**config.mk**
```make
export PLATFORM = sky130hd
export DESIGN_NAME = autoneg_next_page_regs
export DESIGN_NICKNAME = d
export VERILOG_FILES = /design/src/hdl/np_regs_pkg.sv /design/src/hdl/np_word_store.sv /design/src/hdl/autoneg_next_page_regs.sv
export VERILOG_INCLUDE_DIRS = /design/src /design/src/hdl
export SDC_FILE = /design/constraint.sdc
export NUM_CORES = 1
export LEC_CHECK = 0
export BUFFER_PORTS_ARGS = -buffer_cell sky130_fd_sc_hd__buf_2
export CORE_ASPECT_RATIO = 0.8
export CORE_MARGIN = 2
export CORE_UTILIZATION = 46
export DETAILED_ROUTE_END_ITERATION = 8
export MAX_ROUTING_LAYER = met4
export PLACE_DENSITY = 0.88
export SKIP_CTS_REPAIR_TIMING = 1
export SLEW_MARGIN = 20
export SYNTH_ARGS = -nofsm -noshare
export SYNTH_HDL_FRONTEND = slang
export SYNTH_SLANG_ARGS = --single-unit
```
**constraint.sdc**
```tcl
create_clock -name ref_clk -period 0.9 [get_ports ref_clk]
set_input_delay 0.045 -clock ref_clk [delete_from_list [all_inputs] [get_ports ref_clk]]
set_output_delay 0.045 -clock ref_clk [all_outputs]
set_load 0.02 [all_outputs]
```
**src/hdl/np_regs_defines.svh**
```systemverilog
// Purpose: offsets, bit positions and reset values of the next-page register bank
// Assumes: 5-bit management register address, 16-bit data
// Notes:   included by the autoneg_next_page_regs module only
`ifndef NP_REGS_DEFINES_SVH
`define NP_REGS_DEFINES_SVH
`define ADDR_EXPANSION      5'h06
`define ADDR_NP_TRANSMIT    5'h07
`define ADDR_NP_PARTNER     5'h08
`define EXP_PAGE_RX_BIT     1
`define EXP_LOCAL_NP_BIT    2
`define EXP_PARTNER_NP_BIT  3
`define EXP_PAR_FAULT_BIT   4
`define EXP_PARTNER_AN_BIT  0
`define NP_TX_RESET         16'h2001
`define NP_RX_RESET         16'h0000
`define CODE_W              11
`define LOCAL_NP_ABLE       1'b1
`endif

```
**src/hdl/np_regs_pkg.sv**
```systemverilog
// Purpose: types shared by the next-page register bank
// Assumes: page word layout of the auto-negotiation next page
// Notes:   field order matches bit 15 down to bit 0
package np_regs_pkg;
  typedef struct packed {
    logic        next_page;
    logic        reserved;
    logic        message_page;
    logic        ack2;
    logic        toggle;
    logic [10:0] code;
  } np_word_t;

  typedef struct packed {
    logic       wr_en;
    logic       rd_en;
    logic [4:0] addr;
    logic [15:0] wdata;
  } mgmt_req_t;
endpackage

```
**src/hdl/np_word_store.sv**
```systemverilog
// Purpose: one 16-bit page word held in a register, loaded on demand
// Assumes: single clock, asynchronous active-low reset
// Notes:   reset value is a parameter so both page words can use it
`timescale 1ns/1ps
module np_word_store #(
  parameter logic [15:0] RESET_VAL = 16'h0000
) (
  input  wire logic        ref_clk, // clock
  input  wire logic        arst_n,  // asynchronous reset, low
  input  wire logic        load,    // take new word
  input  wire logic [15:0] din,     // new word
  output logic      [15:0] dout     // stored word
);
  always_ff @(posedge ref_clk or negedge arst_n)
  begin
    if (!arst_n)
      dout <= RESET_VAL;
    else if (load)
      dout <= din;
  end
endmodule

```
**src/hdl/autoneg_next_page_regs.sv**
```systemverilog
// Purpose: expansion, next-page transmit and partner next-page registers
// Assumes: management logic decodes the serial frame into a request strobe;
//          link-side event strobes come from arbitration logic on ref_clk
// Notes:   read data registered one cycle after rd_en
`timescale 1ns/1ps
`include "np_regs_defines.svh"
module autoneg_next_page_regs #(
  parameter int CODE_W = `CODE_W // width of the message or unformatted code field
) (
  input  wire logic                   ref_clk,        // 100 MHz clock
  input  wire logic                   arst_n,         // asynchronous reset, low
  input  wire np_regs_pkg::mgmt_req_t req,            // management request
  output logic [15:0]                 rdata,          // read data
  output logic                        rvalid,         // read data valid pulse
  input  wire logic                   page_rx_evt,    // partner page arrived
  input  wire np_regs_pkg::np_word_t  page_rx_word,   // partner page word
  input  wire logic                   par_fault_evt,  // several technologies seen
  input  wire logic                   partner_np,     // partner announced next page
  input  wire logic                   partner_an,     // partner is autoneg able
  input  wire logic                   page_tx_done,   // local page sent
  output np_regs_pkg::np_word_t       tx_word         // page to transmit
);
  import np_regs_pkg::*;

  // the page word layout leaves room for an eleven-bit code field only
  if (CODE_W != 11)
  begin : g_code_w_check
    $error("code field width must be eleven");
  end

  logic     page_rx_r;
  logic     par_fault_r;
  logic     toggle_r;
  logic     rd_clr;
  logic     wr_tx;
  logic [15:0] tx_q;
  logic [15:0] tx_din;
  logic [15:0] rx_q;
  logic [15:0] exp_word;
  np_word_t tx_view;

  assign rd_clr = req.rd_en && (req.addr == `ADDR_EXPANSION);
  assign wr_tx  = req.wr_en && (req.addr == `ADDR_NP_TRANSMIT);

  // latched flags clear on read; a new event in the same cycle wins
  always_ff @(posedge ref_clk or negedge arst_n)
  begin
    if (!arst_n)
      page_rx_r <= 1'b0;
    else if (page_rx_evt)
      page_rx_r <= 1'b1;
    else if (rd_clr)
      page_rx_r <= 1'b0;
  end

  always_ff @(posedge ref_clk or negedge arst_n)
  begin
    if (!arst_n)
      par_fault_r <= 1'b0;
    else if (par_fault_evt)
      par_fault_r <= 1'b1;
    else if (rd_clr)
      par_fault_r <= 1'b0;
  end

  // toggle flips after each sent page, so it shows the inverse of the previous word's value
  always_ff @(posedge ref_clk or negedge arst_n)
  begin
    if (!arst_n)
      toggle_r <= 1'b0;
    else if (page_tx_done)
      toggle_r <= ~toggle_r;
  end

  // only writable fields are taken; reserved and toggle are masked off
  always_comb
  begin
    tx_din     = req.wdata;
    tx_din[14] = 1'b0;
    tx_din[11] = 1'b0;
  end

  np_word_store #(.RESET_VAL(`NP_TX_RESET)) u_tx (
    .ref_clk (ref_clk),
    .arst_n  (arst_n),
    .load    (wr_tx),
    .din     (tx_din),
    .dout    (tx_q)
  );

  np_word_store #(.RESET_VAL(`NP_RX_RESET)) u_rx (
    .ref_clk (ref_clk),
    .arst_n  (arst_n),
    .load    (page_rx_evt),
    .din     ({page_rx_word[15], 1'b0, page_rx_word[13:0]}),
    .dout    (rx_q)
  );

  always_comb
  begin
    tx_view        = np_word_t'(tx_q);
    tx_view.toggle = toggle_r;
    exp_word       = 16'h0000;
    exp_word[`EXP_PAGE_RX_BIT]    = page_rx_r;
    exp_word[`EXP_LOCAL_NP_BIT]   = `LOCAL_NP_ABLE;
    exp_word[`EXP_PARTNER_NP_BIT] = partner_np;
    exp_word[`EXP_PAR_FAULT_BIT]  = par_fault_r;
    exp_word[`EXP_PARTNER_AN_BIT] = partner_an;
  end

  always_ff @(posedge ref_clk or negedge arst_n)
  begin
    if (!arst_n)
      rdata <= 16'h0000;
    else if (req.rd_en)
    begin
      unique case (req.addr)
        `ADDR_EXPANSION:   rdata <= exp_word;
        `ADDR_NP_TRANSMIT: rdata <= tx_view;
        `ADDR_NP_PARTNER:  rdata <= rx_q;
        default:           rdata <= 16'h0000;
      endcase
    end
  end

  always_ff @(posedge ref_clk or negedge arst_n)
  begin
    if (!arst_n)
      rvalid <= 1'b0;
    else
      rvalid <= req.rd_en;
  end

  always_ff @(posedge ref_clk or negedge arst_n)
  begin
    if (!arst_n)
      tx_word <= np_word_t'(`NP_TX_RESET);
    else
      tx_word <= tx_view;
  end
endmodule

```
# Word-level counts from Yosys, hierarchy flattened
# Index checks and enable logic that the tools add are counted.
[totals]
inputBits = 46
n_memories = 0
latch_bits = 0
wordCells = 24
ramBits = 0
romBits = 0
output_inout_bits = 33
ff_bits = 64
[op_classes]
eq_ne = 3
n_reduce_logical = 4
mul = 0
add_sub_neg = 0
n_mux = 4
n_div = 0
n_lt_le_gt_ge = 0
n_bitwise = 1
shift = 0
[op_table]
columns = ["cell", "n"]
rows = [
  ["16-bit case mux with 3 select lines", 1],
  ["5-bit by 3-bit equality test with 1-bit output (second input constant)", 2],
  ["5-bit by 4-bit equality test with 1-bit output (second input constant)", 1],
  ["2-bit nonzero test", 2],
  ["1-bit 2-to-1 mux", 3],
  ["1-bit logical AND", 2],
  ["1-bit NOT", 1],
]

# Depth between registers and ports, before layout
[logic_depth]
word_depth = 4
ltp_mapped = 6
depth_no_buf = 3

# By module
# Synthesis repeated with hierarchy kept, for this count alone.
[hier_totals]
cells_unflattened = 176
area_unflattened_um2 = 2712.6
[by_module_without_submodules]
columns = ["mod", "cells_per_inst", "n_inst", "area_each_um2", "seq_area_each_um2"]
rows = [
  ["autoneg_next_page_regs", 108, 1, 1411.4, 903.4],
  ["np_word_store (u_tx)", 34, 1, 651.9, 402.9],
  ["np_word_store (u_rx)", 34, 1, 649.4, 400.4],
]

# Least setup slack after synthesis
# No wires, ideal clock.
[synth_path]
path_kind = "input to register"
startpoint = "input req[20] (netlist bit)"
endpoint = "register u_tx.dout[10]"
path_stages = 6
arrival_time_ns = 1.123
n_path_buf = 3
path_slack_ns = -0.348
cell_sequence = "and4bb_1 > buf_6 > and3_4 > buf_6 > buf_12 > mux2_4"
[synth_between]
elab_chain_cells = 2
[synth_lines]
columns = ["element", "line", "source"]
rows = [
  ["from (decl)", "autoneg_next_page_regs.sv:12", "input wire np_regs_pkg::mgmt_req_t req,"],
  ["5-bit by 3-bit equality test with 1-bit output", "n/a", ""],
  ["1-bit logical AND", "autoneg_next_page_regs.sv:43", "assign wr_tx = req.wr_en && (req.addr == `ADDR_NP_TRANSMIT);"],
  ["to (signal assigned)", "np_word_store.sv:19", "dout <= din;"],
  ["to (decl)", "np_word_store.sv:12", "output logic [15:0] dout"],
]
# No other way between the ends.
# A chain may end at the register's enable or synchronous reset.

# Worst setup path in the final report
[layout_path]
startpoint = "register page_rx_r"
endpoint = "register rdata[1]"
[layout_between]
elab_chain_cells = 1
[layout_lines]
columns = ["element", "line", "source"]
rows = [
  ["from (decl)", "autoneg_next_page_regs.sv:31", "logic page_rx_r;"],
  ["from (signal assigned)", "autoneg_next_page_regs.sv:49", "page_rx_r <= 1'b0;"],
  ["from (signal assigned)", "autoneg_next_page_regs.sv:51", "page_rx_r <= 1'b1;"],
  ["from (signal assigned)", "autoneg_next_page_regs.sv:53", "page_rx_r <= 1'b0;"],
  ["16-bit case mux with 3 select lines", "autoneg_next_page_regs.sv:117", "unique case (req.addr)"],
  ["to (signal assigned)", "autoneg_next_page_regs.sv:118", "`ADDR_EXPANSION: rdata <= exp_word;"],
  ["to (signal assigned)", "autoneg_next_page_regs.sv:119", "`ADDR_NP_TRANSMIT: rdata <= tx_view;"],
  ["to (signal assigned)", "autoneg_next_page_regs.sv:120", "`ADDR_NP_PARTNER: rdata <= rx_q;"],
  ["to (decl)", "autoneg_next_page_regs.sv:13", "output logic [15:0] rdata,"],
]
# No other way between the ends.

==> results summary <==
The total setup violations reported at the end of the flow is 33. The number of nets with antenna violations after routing came out at 0. The final instance area came out at 0.00403 mm². Power comes to 7220 µW. Counting the fill cells in the layout gives 339.

The die outline area is 0.00627 mm². The biggest area contributor in the post-synthesis netlist is sky130_fd_sc_hd__dfrtp_1. The largest individual stage delay along the critical path comes from the cell sky130_fd_sc_hd__dfrtp_1. The area of the mapped netlist is 0.00260 mm². In this run the cell area measured after placement is 0.00318 mm². The worst path setup slack after routing is -0.164 ns. The worst endpoint required time is 1.11 ns. The count of non-filler cells in the finished layout came out at 410. The number of max-cap violations is 0. Leaving out fill and tap cells, the most frequent cells in the layout are sky130_fd_sc_hd__dfrtp_1 (59), sky130_fd_sc_hd__buf_2 (41), sky130_fd_sc_hd__buf_6 (35). The overall overflow remaining after global route is 0. The number of remaining DRC errors is 0. The proportion of synthesized chip area in sequential cells came out at 0.608.

The number of antenna diodes came out at 0. After detailed placement, the design holds a cell count of 348. Dividing the final minimum period by the clock period gives 1.18.

The first detailed-routing pass took 4 iterations. The number of buffers inserted by port buffering came out at 73. The detailed-route vias per instance came out at 4.89. The width of the chip is 88.1 µm. In the post-synthesis netlist, the biggest area contributors are sky130_fd_sc_hd__dfrtp_1 (57%), sky130_fd_sc_hd__mux2_2 (10%), sky130_fd_sc_hd__mux2_4 (5.8%). The detailed router placed 2006 vias in this run. The worst hold path belongs to the class in2reg.

Leaving out fill and tap cells, the most frequent cell in the layout is sky130_fd_sc_hd__dfrtp_1. STA classifies the critical path endpoint as a register. The detailed-routed wire length on met2 is 3.06 mm. The area added between synthesis and finish is 55.0%. The total routing usage reported by global routing came out at 0.195. The tree is rooted in a sky130_fd_sc_hd__clkbuf_8. The maximum number of pins on one net before global-route repair came out at 29.

The max-slew violation count came out at 0. For this configuration, the core starts out at a cell density of 0.476. The number of instances in the synthesized netlist came out at 188. After floorplanning, the core was sized to cover 0.00547 mm². The kind of start point of the critical path is a register. At the end of routability-driven placement, the weighted congestion stood at 0.872.

Clock tree synthesis found a total of 63 sinks. In this run the static leakage power is 0.00187 µW. The average wire length per cell after detail routing came out at 15.7 µm.

Detailed placement ended at an HPWL of 4.04 mm. The count of final hold-check violations was 0. In the final design database the tool counted 373 nets.

The clock insertion delay at the later pin of the skew report is 0.33 ns. Traced cell by cell, the critical path runs through mux2_2 > a32oi_1 > o22ai_1. The number of global-route vias before repair is 1753. Setup repair after global routing could not meet its margin everywhere. The critical-path maximum fanout is 2.

The initialized floorplan defines 24 standard-cell rows. After clock tree synthesis, the clock-pin slew on the worst setup and hold paths is 0.06 ns. The worst path arrival time came out at 1.27 ns. The average footprint of a synthesized cell came out at 13.8 µm². The final critical delay including setup and external delays came out at 1.06 ns.

After synthesis, the netlist uses 26 different library cells. The first routing iteration left 84 violations. The number of synthesis warnings is 0. The run finished, with violations left.

The setup skew after layout came out at 0.00466 ns. Hold timing on the final database bottoms out at a slack of 0.126 ns. The cell area power density came out at 1790 mW/mm². The clock passes through at most 2 buffers. The share of synthesized area in the top cell type comes to 0.568. The initial antenna violation count is 0. The highest routed metal layer is met4.

TritonCTS built the clock tree. The die height is 71.2 µm. The total CTS buffers came out at 9. The largest delay contributor family on the critical path is flip-flops. The depth of the CTS H-tree came out at 3.

The top achievable clock speed came out at 0.940 GHz. The overall routed net length is 6.45 mm. The maximum VDD drop is 0.856 mV. Summed over all nets, wire length on met3 after detailed routing comes to 353 µm. The largest single stage delay on the critical path is 0.40 ns. Together, buffers and inverters on the worst path number 0. The final reports fail on setup timing.

The routed metal-1 wire length is 2.87 mm. During I/O placement, the number of pins put on the boundary was 79. The register bit total from synthesis is 63. The proportion of layout cells with a drive suffix above 1 is 0.500. The first global-routing pass estimated 8.71 mm of wire. Summed over all failing endpoints, the final setup total negative slack is -1.99 ns. By startpoint and endpoint, the worst setup path is classified as reg2reg.
[power by group]
group          switching [µW]  internal (µW)
combinational             629            999
sequential                234           3220
clock                     975           1160
[per-stage QoR]
| step | setup WS [ns] | util |
|---|---|---|
| after floorplan | -0.344 | - |
| after global placement | -0.353 | 0.581 |
| after detailed placement | -0.388 | 0.581 |
| after CTS | -0.154 | 0.612 |
| after global routing | -0.186 | 0.737 |
| final | -0.164 | 0.737 |
[cell usage after synthesis]
cell type and number:
sky130_fd_sc_hd__o211ai_2 1, sky130_fd_sc_hd__buf_12 1, sky130_fd_sc_hd__mux2_4 10, sky130_fd_sc_hd__dfrtp_1 59
sky130_fd_sc_hd__buf_6 2, sky130_fd_sc_hd__dfstp_2 4, sky130_fd_sc_hd__a22oi_1 10, sky130_fd_sc_hd__and4bb_1 1
sky130_fd_sc_hd__nand3b_1 1, sky130_fd_sc_hd__a32oi_1 5, sky130_fd_sc_hd__nor2b_1 10, sky130_fd_sc_hd__nor4b_4 1
sky130_fd_sc_hd__and2_1 10, sky130_fd_sc_hd__inv_1 16, sky130_fd_sc_hd__buf_2 2, sky130_fd_sc_hd__buf_1 1
sky130_fd_sc_hd__a21o_1 2, sky130_fd_sc_hd__nand2b_1 1, sky130_fd_sc_hd__mux2_2 23, sky130_fd_sc_hd__clkbuf_1 6
sky130_fd_sc_hd__and3_4 1, sky130_fd_sc_hd__xor2_1 1, sky130_fd_sc_hd__and3b_1 1, sky130_fd_sc_hd__buf_4 3
sky130_fd_sc_hd__conb_1 1, sky130_fd_sc_hd__o22ai_1 15
[worst min-delay path, stage by stage]
cell and delay, ns:
sky130_fd_sc_hd__buf_2 0.13, sky130_fd_sc_hd__nand3b_1 0.12, sky130_fd_sc_hd__a21o_1 0.12
[worst paths after layout]
path	slack, ns	from	cells after the start	end
setup / recovery	-0.16	page_rx_r	3	rdata[1]
hold / removal	0.13	req[21]	3	page_rx_r
setup reg to reg	-0.16	page_rx_r	3	rdata[1]
hold reg to reg	0.42	u_tx.dout[9]	0	tx_word[9]
max in group asynchronous	0.21	arst_n	3	tx_word[0]
min in group asynchronous	0.16	arst_n	2	tx_word[2]
[final cells by class]
type | instances | area, µm² | share of cell area
Sequential cell | 63 | 1580 | 0.393
Timing Repair Buffer | 141 | 1210 | 0.300
Multi-Input combinational cell | 96 | 912 | 0.226
Clock buffer | 16 | 170 | 0.0422
Tap cell | 78 | 97.6 | 0.0242
Inverter | 16 | 60.1 | 0.0149
[registers in the layout, summed over array words and instances, names as in the netlist]
name	cells
u_rx.dout	15
rvalid	1
toggle_r	1
tx_word	15
par_fault_r	1
page_rx_r	1
u_tx.dout	14
rdata	15
[cells by family after synthesis]
logic type                after synthesis  synth area share
AOI/OAI and AO/OA                      33            0.0924
xor gates and xnor gates                1           0.00337
buffers and inverters                  31            0.0621
DFF                                    63             0.608
muxes                                  33             0.157
other                                   1           0.00144
and+or+nand+nor                        26            0.0751
[layer usage]
metal,track usage,vias up
met5,-,-
met4,0.0993,0
met3,0.0495,15
met2,0.267,76
met1,0.270,985
li1,-,930
No activity file was read; power rests on OpenSTA's default activity.
